File: src/verilog/motor_inhibit_consts.svh
// Constants for the motor start inhibit block: timing, limits, offsets, fields
`ifndef MOTOR_INHIBIT_CONSTS_SVH
`define MOTOR_INHIBIT_CONSTS_SVH
`define CLK_PERIOD_NS   10
`define SECOND_NS       1000000000
`define SPH_HOUR_S      12'd3600
`define SPH_MAX_STARTS  3'd5
`define TBS_MAX_MIN     9'd500
`define SEC_PER_MIN     15'd60
`define RB_MAX_S        16'd50000
`define BSP_FMAX        10'd999
`define POLES_MIN       5'd2
`define POLES_MAX       5'd16
`define PRED_MAX_S      10'h3ff
`define ADDR_STARTS_CFG 4'h0
`define ADDR_RB_CFG     4'h1
`define ADDR_RELAY_CFG  4'h2
`define ADDR_BSP_CFG    4'h3
`define ADDR_COMMAND    4'h4
`define ADDR_STATUS     4'h5
`define ADDR_LOCKOUT    4'h6
`define ADDR_SPH_LOCK   4'h7
`define F_SPH_LSB       0
`define F_TBS_LSB       16
`define F_BLK_REL_LSB   0
`define F_BSP_REL_LSB   4
`define F_BSP_EN        0
`define F_BSP_PRED      1
`define F_POLES_LSB     4
`define F_FMIN_LSB      16
`define F_EMERG         0
`define F_SWB           4
`define RST_POLES       5'd2
`endif

File: src/verilog/motor_inhibit_pkg.sv
// Types shared by the motor start inhibit block
package motor_inhibit_pkg;
	typedef struct packed {
		logic backspin;
		logic restart_block;
		logic between_starts;
		logic starts_per_hour;
	} inhibit_flags_t;
	typedef struct packed {
		logic trip;
		logic spare_output_relay_a;
		logic spare_output_relay_b;
	} relay_set_t;
	typedef enum logic [2:0] {
		BSP_IDLE  = 3'b001,
		BSP_SPIN  = 3'b010,
		BSP_COAST = 3'b100
	} bsp_state_t;
endpackage

File: src/verilog/motor_start_inhibit_logic.sv
// Start detection, lockout timers, backspin inhibit and block relay drive
//
// The placing of the registers and the address-and-strobe port were chosen for this implementation.
`timescale 1ns/1ps
`include "motor_inhibit_consts.svh"
module motor_start_inhibit_logic #(
	parameter int SPH_SLOTS   = 5,
	parameter int TICK_CYCLES = `SECOND_NS / `CLK_PERIOD_NS
) (
	input  wire logic                              ref_clk_i,
	input  wire logic                              rstn_i,
	input  wire logic                              motor_current_pin_i,
	input  wire logic                              control_power_pin_i,
	input  wire logic [9:0]                        backspin_sense_input_freq_i,
	input  wire logic                              backspin_sense_input_valid_i,
	input  wire logic [3:0]                        addr_i,
	input  wire logic [31:0]                       wdata_i,
	input  wire logic                              wr_i,
	input  wire logic                              rd_i,
	output logic [31:0]                            rdata_o,
	output motor_inhibit_pkg::relay_set_t          relay_o,
	output motor_inhibit_pkg::inhibit_flags_t      inhibit_o,
	output logic                                   start_blocked_o
);
	import motor_inhibit_pkg::*;

	localparam int TW = (TICK_CYCLES > 1) ? $clog2(TICK_CYCLES) : 1;
	localparam int SW = $clog2(SPH_SLOTS + 1);

	logic [1:0]  cur_sync_q, pwr_sync_q;
	logic        running_q, start_ev, stop_ev, power_ok;
	logic [TW-1:0] tick_cnt_q;
	logic        tick_q;
	logic [2:0]  cfg_sph_q, cfg_blk_rel_q, cfg_bsp_rel_q;
	logic [8:0]  cfg_tbs_q;
	logic [15:0] cfg_rb_q;
	logic        cfg_bsp_en_q, cfg_pred_en_q;
	logic [4:0]  cfg_poles_q;
	logic [9:0]  cfg_fmin_q;
	logic        emerg;
	logic [11:0] slot_q [SPH_SLOTS];
	logic [SW-1:0] sph_cnt;
	logic [$clog2(SPH_SLOTS)-1:0] load_idx, old_idx;
	logic        have_free;
	logic [11:0] sph_lock;
	logic [14:0] tbs_q;
	logic [15:0] rb_q;
	inhibit_flags_t inh_q;
	logic        any_inh, swb_q;
	bsp_state_t  bsp_q;
	logic [9:0]  prev_f_q, div_by_q, pred_q, quo_q, dvd_q, quo_n;
	logic [10:0] rem_q, rem_n;
	logic [3:0]  div_cnt_q;

	// Synchronizers on the pin inputs
	always_ff @(posedge ref_clk_i or negedge rstn_i) begin
		if (!rstn_i) begin
			cur_sync_q <= 2'h0;
			pwr_sync_q <= 2'h0;
		end else begin
			cur_sync_q <= {cur_sync_q[0], motor_current_pin_i};
			pwr_sync_q <= {pwr_sync_q[0], control_power_pin_i};
		end
	end
	assign power_ok = pwr_sync_q[1];

	// Running state and start / stop edges
	always_ff @(posedge ref_clk_i or negedge rstn_i) begin
		if (!rstn_i) begin
			running_q <= 1'b0;
		end else begin
			running_q <= cur_sync_q[1];
		end
	end
	assign start_ev = cur_sync_q[1] & ~running_q;
	assign stop_ev  = ~cur_sync_q[1] & running_q;

	// One-second tick, free running whatever the control power
	always_ff @(posedge ref_clk_i or negedge rstn_i) begin
		if (!rstn_i) begin
			tick_cnt_q <= '0;
			tick_q     <= 1'b0;
		end else if (tick_cnt_q == TW'(TICK_CYCLES - 1)) begin
			tick_cnt_q <= '0;
			tick_q     <= 1'b1;
		end else begin
			tick_cnt_q <= tick_cnt_q + TW'(1);
			tick_q     <= 1'b0;
		end
	end

	// Configuration writes, clamped to their legal ranges; an illegal pole count is ignored
	always_ff @(posedge ref_clk_i or negedge rstn_i) begin
		if (!rstn_i) begin
			cfg_sph_q     <= 3'h0;
			cfg_tbs_q     <= 9'h0;
			cfg_rb_q      <= 16'h0;
			cfg_blk_rel_q <= 3'h0;
			cfg_bsp_rel_q <= 3'h0;
			cfg_bsp_en_q  <= 1'b0;
			cfg_pred_en_q <= 1'b0;
			cfg_poles_q   <= `RST_POLES;
			cfg_fmin_q    <= 10'h0;
		end else if (wr_i) begin
			unique case (addr_i)
				`ADDR_STARTS_CFG: begin
					cfg_sph_q <= (wdata_i[`F_SPH_LSB +: 3] > `SPH_MAX_STARTS) ?
						`SPH_MAX_STARTS : wdata_i[`F_SPH_LSB +: 3];
					cfg_tbs_q <= (wdata_i[`F_TBS_LSB +: 9] > `TBS_MAX_MIN) ?
						`TBS_MAX_MIN : wdata_i[`F_TBS_LSB +: 9];
				end
				`ADDR_RB_CFG: begin
					cfg_rb_q <= (wdata_i[15:0] > `RB_MAX_S) ? `RB_MAX_S : wdata_i[15:0];
				end
				`ADDR_RELAY_CFG: begin
					cfg_blk_rel_q <= wdata_i[`F_BLK_REL_LSB +: 3];
					cfg_bsp_rel_q <= wdata_i[`F_BSP_REL_LSB +: 3];
				end
				`ADDR_BSP_CFG: begin
					cfg_bsp_en_q  <= wdata_i[`F_BSP_EN];
					cfg_pred_en_q <= wdata_i[`F_BSP_PRED];
					if (wdata_i[`F_POLES_LSB +: 5] >= `POLES_MIN && wdata_i[`F_POLES_LSB +: 5] <= `POLES_MAX
						&& !wdata_i[`F_POLES_LSB]) begin
						cfg_poles_q <= wdata_i[`F_POLES_LSB +: 5];
					end
					cfg_fmin_q <= (wdata_i[`F_FMIN_LSB +: 10] > `BSP_FMAX) ?
						`BSP_FMAX : wdata_i[`F_FMIN_LSB +: 10];
				end
				default: begin
				end
			endcase
		end
	end
	assign emerg = wr_i && (addr_i == `ADDR_COMMAND) && wdata_i[`F_EMERG];

	// Hourly slot scan: count, free slot, oldest slot, lockout
	always_comb begin
		sph_cnt   = '0;
		load_idx  = '0;
		old_idx   = '0;
		have_free = 1'b0;
		sph_lock  = `SPH_HOUR_S;
		for (int i = 0; i < SPH_SLOTS; i++) begin
			if (slot_q[i] != 12'h0) begin
				sph_cnt = sph_cnt + SW'(1);
				if (slot_q[i] <= sph_lock) begin
					sph_lock = slot_q[i];
					old_idx  = ($clog2(SPH_SLOTS))'(i);
				end
			end else if (!have_free) begin
				have_free = 1'b1;
				load_idx  = ($clog2(SPH_SLOTS))'(i);
			end
		end
		if (sph_cnt == '0) begin
			sph_lock = 12'h0;
		end
		if (!have_free) begin
			load_idx = old_idx;
		end
	end

	// Hourly start slots, one countdown each
	for (genvar g = 0; g < SPH_SLOTS; g++) begin : g_slot
		always_ff @(posedge ref_clk_i or negedge rstn_i) begin
			if (!rstn_i) begin
				slot_q[g] <= 12'h0;
			end else if (start_ev && cfg_sph_q != 3'h0 && load_idx == g) begin
				slot_q[g] <= `SPH_HOUR_S;
			end else if (emerg && sph_cnt != '0 && old_idx == g) begin
				slot_q[g] <= 12'h0;
			end else if (tick_q && slot_q[g] != 12'h0) begin
				slot_q[g] <= slot_q[g] - 12'h1;
			end
		end
	end

	// Between-starts and restart block countdowns
	always_ff @(posedge ref_clk_i or negedge rstn_i) begin
		if (!rstn_i) begin
			tbs_q <= 15'h0;
			rb_q  <= 16'h0;
		end else begin
			if (start_ev) begin
				tbs_q <= 15'(cfg_tbs_q * `SEC_PER_MIN);
			end else if (tick_q && tbs_q != 15'h0) begin
				tbs_q <= tbs_q - 15'h1;
			end
			if (stop_ev) begin
				rb_q <= cfg_rb_q;
			end else if (start_ev) begin
				rb_q <= 16'h0;
			end else if (tick_q && rb_q != 16'h0) begin
				rb_q <= rb_q - 16'h1;
			end
		end
	end

	// Inhibit flags, held until their lockout runs out
	always_ff @(posedge ref_clk_i or negedge rstn_i) begin
		if (!rstn_i) begin
			inh_q.starts_per_hour <= 1'b0;
			inh_q.between_starts  <= 1'b0;
			inh_q.restart_block   <= 1'b0;
		end else begin
			if (stop_ev && cfg_sph_q != 3'h0 && sph_cnt >= SW'(cfg_sph_q)) begin
				inh_q.starts_per_hour <= 1'b1;
			end else if (cfg_sph_q == 3'h0 || sph_cnt < SW'(cfg_sph_q)) begin
				inh_q.starts_per_hour <= 1'b0;
			end
			if (stop_ev && tbs_q != 15'h0) begin
				inh_q.between_starts <= 1'b1;
			end else if (tbs_q == 15'h0) begin
				inh_q.between_starts <= 1'b0;
			end
			inh_q.restart_block <= (rb_q != 16'h0) && !running_q;
		end
	end
	assign any_inh = inh_q.starts_per_hour | inh_q.between_starts | inh_q.restart_block | inh_q.backspin;

	// Start-while-blocked: sticky bit and one-cycle pulse, set wins over clear
	always_ff @(posedge ref_clk_i or negedge rstn_i) begin
		if (!rstn_i) begin
			swb_q           <= 1'b0;
			start_blocked_o <= 1'b0;
		end else begin
			start_blocked_o <= start_ev && any_inh;
			if (start_ev && any_inh) begin
				swb_q <= 1'b1;
			end else if (wr_i && addr_i == `ADDR_STATUS && wdata_i[`F_SWB]) begin
				swb_q <= 1'b0;
			end
		end
	end

	// Backspin state machine
	always_ff @(posedge ref_clk_i or negedge rstn_i) begin
		if (!rstn_i) begin
			bsp_q          <= BSP_IDLE;
			inh_q.backspin <= 1'b0;
		end else if (start_ev || !cfg_bsp_en_q) begin
			bsp_q          <= BSP_IDLE;
			inh_q.backspin <= 1'b0;
		end else begin
			unique case (bsp_q)
				BSP_IDLE: begin
					if (stop_ev) begin
						bsp_q          <= BSP_SPIN;
						inh_q.backspin <= 1'b1;
					end
				end
				BSP_SPIN: begin
					if (backspin_sense_input_valid_i && backspin_sense_input_freq_i < cfg_fmin_q) begin
						bsp_q          <= BSP_IDLE;
						inh_q.backspin <= 1'b0;
					end else if (!backspin_sense_input_valid_i && cfg_pred_en_q) begin
						bsp_q <= BSP_COAST;
					end
				end
				BSP_COAST: begin
					if (backspin_sense_input_valid_i) begin
						bsp_q <= BSP_SPIN;
					end else if (pred_q == 10'h0) begin
						bsp_q          <= BSP_IDLE;
						inh_q.backspin <= 1'b0;
					end
				end
			endcase
		end
	end

	// Prediction: per-second drop, serial divide, countdown once signal is lost
	assign rem_n = {rem_q[9:0], dvd_q[9]};
	assign quo_n = {quo_q[8:0], rem_n >= {1'b0, div_by_q}};
	always_ff @(posedge ref_clk_i or negedge rstn_i) begin
		if (!rstn_i) begin
			prev_f_q  <= 10'h0;
			div_by_q  <= 10'h0;
			dvd_q     <= 10'h0;
			rem_q     <= 11'h0;
			quo_q     <= 10'h0;
			div_cnt_q <= 4'h0;
			pred_q    <= 10'h0;
		end else if (bsp_q == BSP_SPIN && tick_q && backspin_sense_input_valid_i) begin
			prev_f_q  <= backspin_sense_input_freq_i;
			div_by_q  <= (prev_f_q > backspin_sense_input_freq_i) ?
				prev_f_q - backspin_sense_input_freq_i : 10'h0;
			dvd_q     <= (backspin_sense_input_freq_i > cfg_fmin_q) ?
				backspin_sense_input_freq_i - cfg_fmin_q : 10'h0;
			rem_q     <= 11'h0;
			quo_q     <= 10'h0;
			div_cnt_q <= 4'ha;
			// A tick may land on the last step when ticks are ten cycles apart
			if (div_cnt_q == 4'h1) begin
				pred_q <= (div_by_q == 10'h0) ? `PRED_MAX_S : quo_n;
			end
		end else if (div_cnt_q != 4'h0) begin
			dvd_q     <= {dvd_q[8:0], 1'b0};
			div_cnt_q <= div_cnt_q - 4'h1;
			if (rem_n >= {1'b0, div_by_q}) begin
				rem_q <= rem_n - {1'b0, div_by_q};
				quo_q <= {quo_q[8:0], 1'b1};
			end else begin
				rem_q <= rem_n;
				quo_q <= {quo_q[8:0], 1'b0};
			end
			if (div_cnt_q == 4'h1) begin
				pred_q <= (div_by_q == 10'h0) ? `PRED_MAX_S : quo_n;
			end
		end else if (bsp_q == BSP_COAST && tick_q && pred_q != 10'h0) begin
			pred_q <= pred_q - 10'h1;
		end else if (bsp_q == BSP_IDLE) begin
			prev_f_q <= 10'h0;
			pred_q   <= 10'h0;
		end
	end

	// Relay drive and inhibit outputs, suppressed while control power is off
	always_ff @(posedge ref_clk_i or negedge rstn_i) begin
		if (!rstn_i) begin
			relay_o   <= '0;
			inhibit_o <= '0;
		end else begin
			inhibit_o <= power_ok ? inh_q : '0;
			relay_o   <= (power_ok && !running_q) ?
				relay_set_t'(({3{inh_q.starts_per_hour | inh_q.between_starts | inh_q.restart_block}}
				& cfg_blk_rel_q) | ({3{inh_q.backspin}} & cfg_bsp_rel_q)) : '0;
		end
	end

	// Register read, data one cycle after the strobe
	always_ff @(posedge ref_clk_i or negedge rstn_i) begin
		if (!rstn_i) begin
			rdata_o <= 32'h0;
		end else if (rd_i) begin
			unique case (addr_i)
				`ADDR_STARTS_CFG: rdata_o <= {7'h0, cfg_tbs_q, 13'h0, cfg_sph_q};
				`ADDR_RB_CFG:     rdata_o <= {16'h0, cfg_rb_q};
				`ADDR_RELAY_CFG:  rdata_o <= {25'h0, cfg_bsp_rel_q, 1'b0, cfg_blk_rel_q};
				`ADDR_BSP_CFG:    rdata_o <= {6'h0, cfg_fmin_q, 7'h0, cfg_poles_q, 2'h0, cfg_pred_en_q, cfg_bsp_en_q};
				`ADDR_STATUS:     rdata_o <= {10'h0, pred_q, 3'(sph_cnt), bsp_q, running_q, swb_q, inh_q};
				`ADDR_LOCKOUT:    rdata_o <= {1'b0, tbs_q, rb_q};
				`ADDR_SPH_LOCK:   rdata_o <= {20'h0, sph_lock};
				default:          rdata_o <= 32'h0;
			endcase
		end else begin
			rdata_o <= 32'h0;
		end
	end

	// Checks
	chk_tbs_load: assert property (@(posedge ref_clk_i) disable iff (!rstn_i)
		start_ev |=> tbs_q == 15'($past(cfg_tbs_q) * `SEC_PER_MIN)) else $error("tbs not loaded");
	chk_tbs_inhibit: assert property (@(posedge ref_clk_i) disable iff (!rstn_i)
		stop_ev && tbs_q > 15'h1 |=> inh_q.between_starts) else $error("tbs inhibit missing");
	chk_sph_full: assert property (@(posedge ref_clk_i) disable iff (!rstn_i)
		stop_ev && cfg_sph_q != 3'h0 && sph_cnt >= SW'(cfg_sph_q) && !emerg |=> inh_q.starts_per_hour)
		else $error("hourly inhibit missing");
	chk_emerg_drop: assert property (@(posedge ref_clk_i) disable iff (!rstn_i)
		emerg && !start_ev && sph_cnt != '0 |=> sph_cnt == $past(sph_cnt) - SW'(1)) else $error("oldest not dropped");
	chk_rb_load: assert property (@(posedge ref_clk_i) disable iff (!rstn_i)
		stop_ev |=> rb_q == $past(cfg_rb_q) ##1 (inh_q.restart_block || rb_q == 16'h0))
		else $error("restart block not started");
	chk_relay_run: assert property (@(posedge ref_clk_i) disable iff (!rstn_i)
		running_q |=> relay_o == '0) else $error("relay on while running");
	chk_relay_free: assert property (@(posedge ref_clk_i) disable iff (!rstn_i)
		!any_inh |=> relay_o == '0) else $error("relay held without inhibit");
	chk_swb_event: assert property (@(posedge ref_clk_i) disable iff (!rstn_i)
		start_ev && any_inh |=> swb_q && start_blocked_o ##1 !start_blocked_o) else $error("blocked start lost");
	chk_bsp_enter: assert property (@(posedge ref_clk_i) disable iff (!rstn_i)
		stop_ev && cfg_bsp_en_q && bsp_q == BSP_IDLE |=> bsp_q == BSP_SPIN && inh_q.backspin)
		else $error("backspin not entered");
	chk_bsp_release: assert property (@(posedge ref_clk_i) disable iff (!rstn_i)
		bsp_q == BSP_SPIN && cfg_bsp_en_q && !start_ev && backspin_sense_input_valid_i
		&& backspin_sense_input_freq_i < cfg_fmin_q |=> !inh_q.backspin) else $error("backspin not released");
	chk_count_nopower: assert property (@(posedge ref_clk_i) disable iff (!rstn_i)
		!power_ok && tick_q && rb_q > 16'h1 && !stop_ev && !start_ev |=> rb_q == $past(rb_q) - 16'h1)
		else $error("timer stalled without power");
	cov_blocked_start: cover property (@(posedge ref_clk_i) disable iff (!rstn_i) start_ev && any_inh);
	cov_sph_inhibit: cover property (@(posedge ref_clk_i) disable iff (!rstn_i) $rose(inh_q.starts_per_hour));
	cov_bsp_coast: cover property (@(posedge ref_clk_i) disable iff (!rstn_i) bsp_q == BSP_COAST ##1 bsp_q == BSP_IDLE);
	cov_emerg: cover property (@(posedge ref_clk_i) disable iff (!rstn_i) emerg && sph_cnt != '0);
endmodule

File: config.mk
export PLATFORM = sky130hd
export DESIGN_NAME = motor_start_inhibit_logic
export DESIGN_NICKNAME = d
export VERILOG_FILES = /design/src/verilog/motor_inhibit_pkg.sv /design/src/verilog/motor_start_inhibit_logic.sv
export VERILOG_INCLUDE_DIRS = /design/src /design/src/verilog
export SDC_FILE = /design/constraint.sdc
export NUM_CORES = 1
export LEC_CHECK = 0
export BUFFER_PORTS_ARGS = -buffer_cell sky130_fd_sc_hd__buf_2
export CAP_MARGIN = 15
export CORE_ASPECT_RATIO = 0.9
export CORE_UTILIZATION = 60
export DETAILED_ROUTE_END_ITERATION = 8
export GPL_TIMING_DRIVEN = 0
export PLACE_DENSITY = 0.83
export SLEW_MARGIN = 20
export SYNTH_ARGS = -nofsm -noshare
export SYNTH_HDL_FRONTEND = slang
export SYNTH_SLANG_ARGS = --single-unit
File: constraint.sdc
create_clock -name ref_clk_i -period 10.8 [get_ports ref_clk_i]
set_input_delay 1.62 -clock ref_clk_i [delete_from_list [all_inputs] [get_ports ref_clk_i]]
set_output_delay 1.62 -clock ref_clk_i [all_outputs]
set_load 0.02 [all_outputs]
==> flow_summary_export.csv <==
group,metric,value,unit
grt,grt_pass1_vias,14990,
routing,route.detailed.drc,0,
hold_path,worst_hold_path_type,"reg -> reg",
sta,finalCriticalPeriod,10.22,ns
placement,hpwl,35490,um
placement,post_dp_cell_area,18650,um^2
critical_path,crit_required,11.14,ns
sta,slew_violations,0,
critical_path,crit_top_cell,"a21oi_1",
final_layout,final_common_cell,"dfrtp_1",
critical_path,crit_slowest_cell,"or4b_2",
grt,antenna_found_initial,5,
routing,routedWlPerCell,19.79,um
critical_path,critical_path_class,"reg -> reg",
final_layout,fin_area,19950,um^2
placement,place_congestion,0.9788,
clock_tree,numCtsBuffers,34,
logic_synthesis,yosysTopAreaCell,"dfrtp_1",
logic_synthesis,async_reset_ff_frac,1.000,
logic_synthesis,yosys-top-cells-area,"dfrtp_1 40%, ha_1 8.3%, nor2_1 4.5%, a21oi_1 4.1%, o21ai_0 3.9%",
routing,ant_nets,0,
clock_tree,clkTransAtPathRegs,0.06,ns
clock_tree,cts_root_buf,"clkbuf_16",
logic_synthesis,ys_warn_count,0,
critical_path,critPathMaxFanout,10,
logic_synthesis,synth-simple-area-share,0.1742,
die,coreArea,28940,um^2
clock_tree,clk_latency,0.53,ns
final_layout,final_cell_mix,"283 x dfrtp_1, 211 x nor2_1, 168 x nand2_1, 144 x a21oi_1, 139 x o21ai_0",
die,die_h,164.6,um
final_layout,area_growth,13.16,%
job,cap_violations,0,
logic_synthesis,ys.flop_type,"dfrtp_1",
critical_path,critPathCaptureType,"flop",
logic_synthesis,ys_ff_latch,285,
grt,grt_usage,0.3250,
logic_synthesis,muxShareOfSynthArea,0.01817,
clock_tree,cts_sinks,285,
logic_synthesis,synth_xor_area_frac,0.05811,
clock_tree,hold_buffers,0,
logic_synthesis,synth_cell_types,86,
routing,viasPerCell,6.319,
outcome,status,"complete, no violations",
die,dieWidth,182.7,um
critical_path,cp.arrival,10.56,ns
logic_synthesis,synth_top_family_by_area,"compound AO/OA/AOI/OAI gates",
logic_synthesis,syn_area_per_cell,9.155,um^2
clock_tree,cts_tree,"built",
sta,finalHoldViolations,0,
sta,setup-tns-final,0,ns
placement,io_buffers,83,
sta,timing.fmax,97.87,MHz
die,io_pins,93,
die,start_util,0.6093,
grt,grt_max_degree,101,
logic_synthesis,synth-edff-count,0,
die,die_area,30080,um^2
grt,grt_pass1_wl,77670,um
logic_synthesis,synth_adder_area_share,0.1035,
routing,first_pass_iters,7,
logic_synthesis,yosysSeqAreaShare,0.4046,
logic_synthesis,synth_compound_area_frac,0.2051,
die,rows,59,
sta,finalSetupViolCount,0,
logic_synthesis,syn_area,17630,um^2
clock_tree,clock_path_buffers,3,
logic_synthesis,syn_nets,2114,
routing,drt-total-wl,49000,um
sta,slew_headroom,0.3176,
sta,period_share,0.9461,
sta,tightest_slew,1.015,ns
final_layout,drive_above_1_share,0.1068,
sta,timing.hold.ws,0.3597,ns
routing,via_count,15650,
sta,rsz0062_at_grt,"false",
critical_path,cp-start-kind,"flop",
logic_synthesis,netlist_instances,1926,
clock_tree,htree_num_levels,2,
routing,drt_iter0_markers,1462,
critical_path,slowest_delay,0.63,ns
final_layout,nets,2241,
critical_path,rrSetupSlack,0.58,ns
logic_synthesis,yosysTopAreaCellShare,0.4016,
sta,finClkSkew,0.02550,ns
grt,grt-ovfl-total,0,
==> final cells by class <==
type,count,area (um^2)
Tap cell,396,495.5
Clock inverter,10,200.2
Clock buffer,51,1006
Antenna cell,2,5.005
Multi-Input combinational cell,1477,9920
Sequential cell,285,7134
Timing Repair Buffer,91,545.5
Buffer,71,297.8
Fill cell,2288,8985
Inverter,93,349.1
==> timing repair <==
action	in CTS	in global routing
pin swaps	1	1
endpoints found under the setup margin	65	72
buffers inserted	1	4
resized for setup	2	16
==> kinds of logic after synthesis <==
family | after synthesis
AOI/OAI and AO/OA | 551
xor gates and xnor gates | 117
adders and majority gates | 135
buffers and inverters | 164
DFF | 285
muxes | 30
other | 1
and+or+nand+nor | 643
==> critical path: cells and delay by family (launching register included) <==
| family | cells | cell delay [ns] |
|---|---|---|
| AO/OA/AOI/OAI | 18 | 4.10 |
| AND/OR/NAND/NOR | 11 | 2.72 |
| buffers and inverters | 7 | 1.58 |
| adder cells (fa/ha/maj) | 5 | 1.24 |
| flip-flops | 1 | 0.40 |
==> stage by stage <==
step,util,setup slack (ns),cells
after global routing,0.6893,0.06411,2474
after floorplan,-,1.799,1926
final,0.6895,0.5820,2476
after global placement,0.6408,-0.09835,2405
after CTS,0.6868,0.1375,2470
after detailed placement,0.6444,-0.3683,2408
==> synthesized netlist by cell type (all sizes together), types with 9 or more instances <==
cell / number
and3: 19
buf: 10
fa: 18
nand3: 39
mux2i: 14
a22oi: 35
o32ai: 10
a21oi: 144
a221oi: 12
nor2b: 16
a222oi: 11
clkbuf: 61
o21a: 16
dfrtp: 283
nor2: 213
o211ai: 9
inv: 93
nand2b: 18
xnor2: 71
nor3: 47
mux2: 16
o22ai: 22
nand4: 30
and2: 14
o31ai: 13
or2: 11
ha: 117
a21o: 26
xor2: 46
nand2: 168
o21ai: 143
a211oi: 17
nor4: 24
or3: 14
a22o: 17
==> registers in the layout (all words and copies together), names as in the netlist, 15 cells and up <==
signal      count
cfg_rb_q       16
rb_q           16
rdata_o        31
slot_q         60
tbs_q          15
tick_cnt_q     27
==> metal layers <==
metal	track usage	wire length, um
met5	0	53
met4	0.1226	1710
met3	0.06659	4069
met2	0.5279	22720
met1	0.4306	20440
==> worst paths after layout <==
check                                   start             end  cells past startpoint
worst max-delay path               slot_q[48]      rdata_o[3]                     41
worst min-delay path            pwr_sync_q[0]   pwr_sync_q[1]                      0
worst max register to register     slot_q[48]      rdata_o[3]                     41
worst min register to register  pwr_sync_q[0]   pwr_sync_q[1]                      0
max in group asynchronous              rstn_i  cfg_poles_q[1]                      3
min in group asynchronous              rstn_i   tick_cnt_q[6]                      1
Power is not shown: default switching activity piles up to over one toggle a cycle in this logic, so the estimate is an artifact.
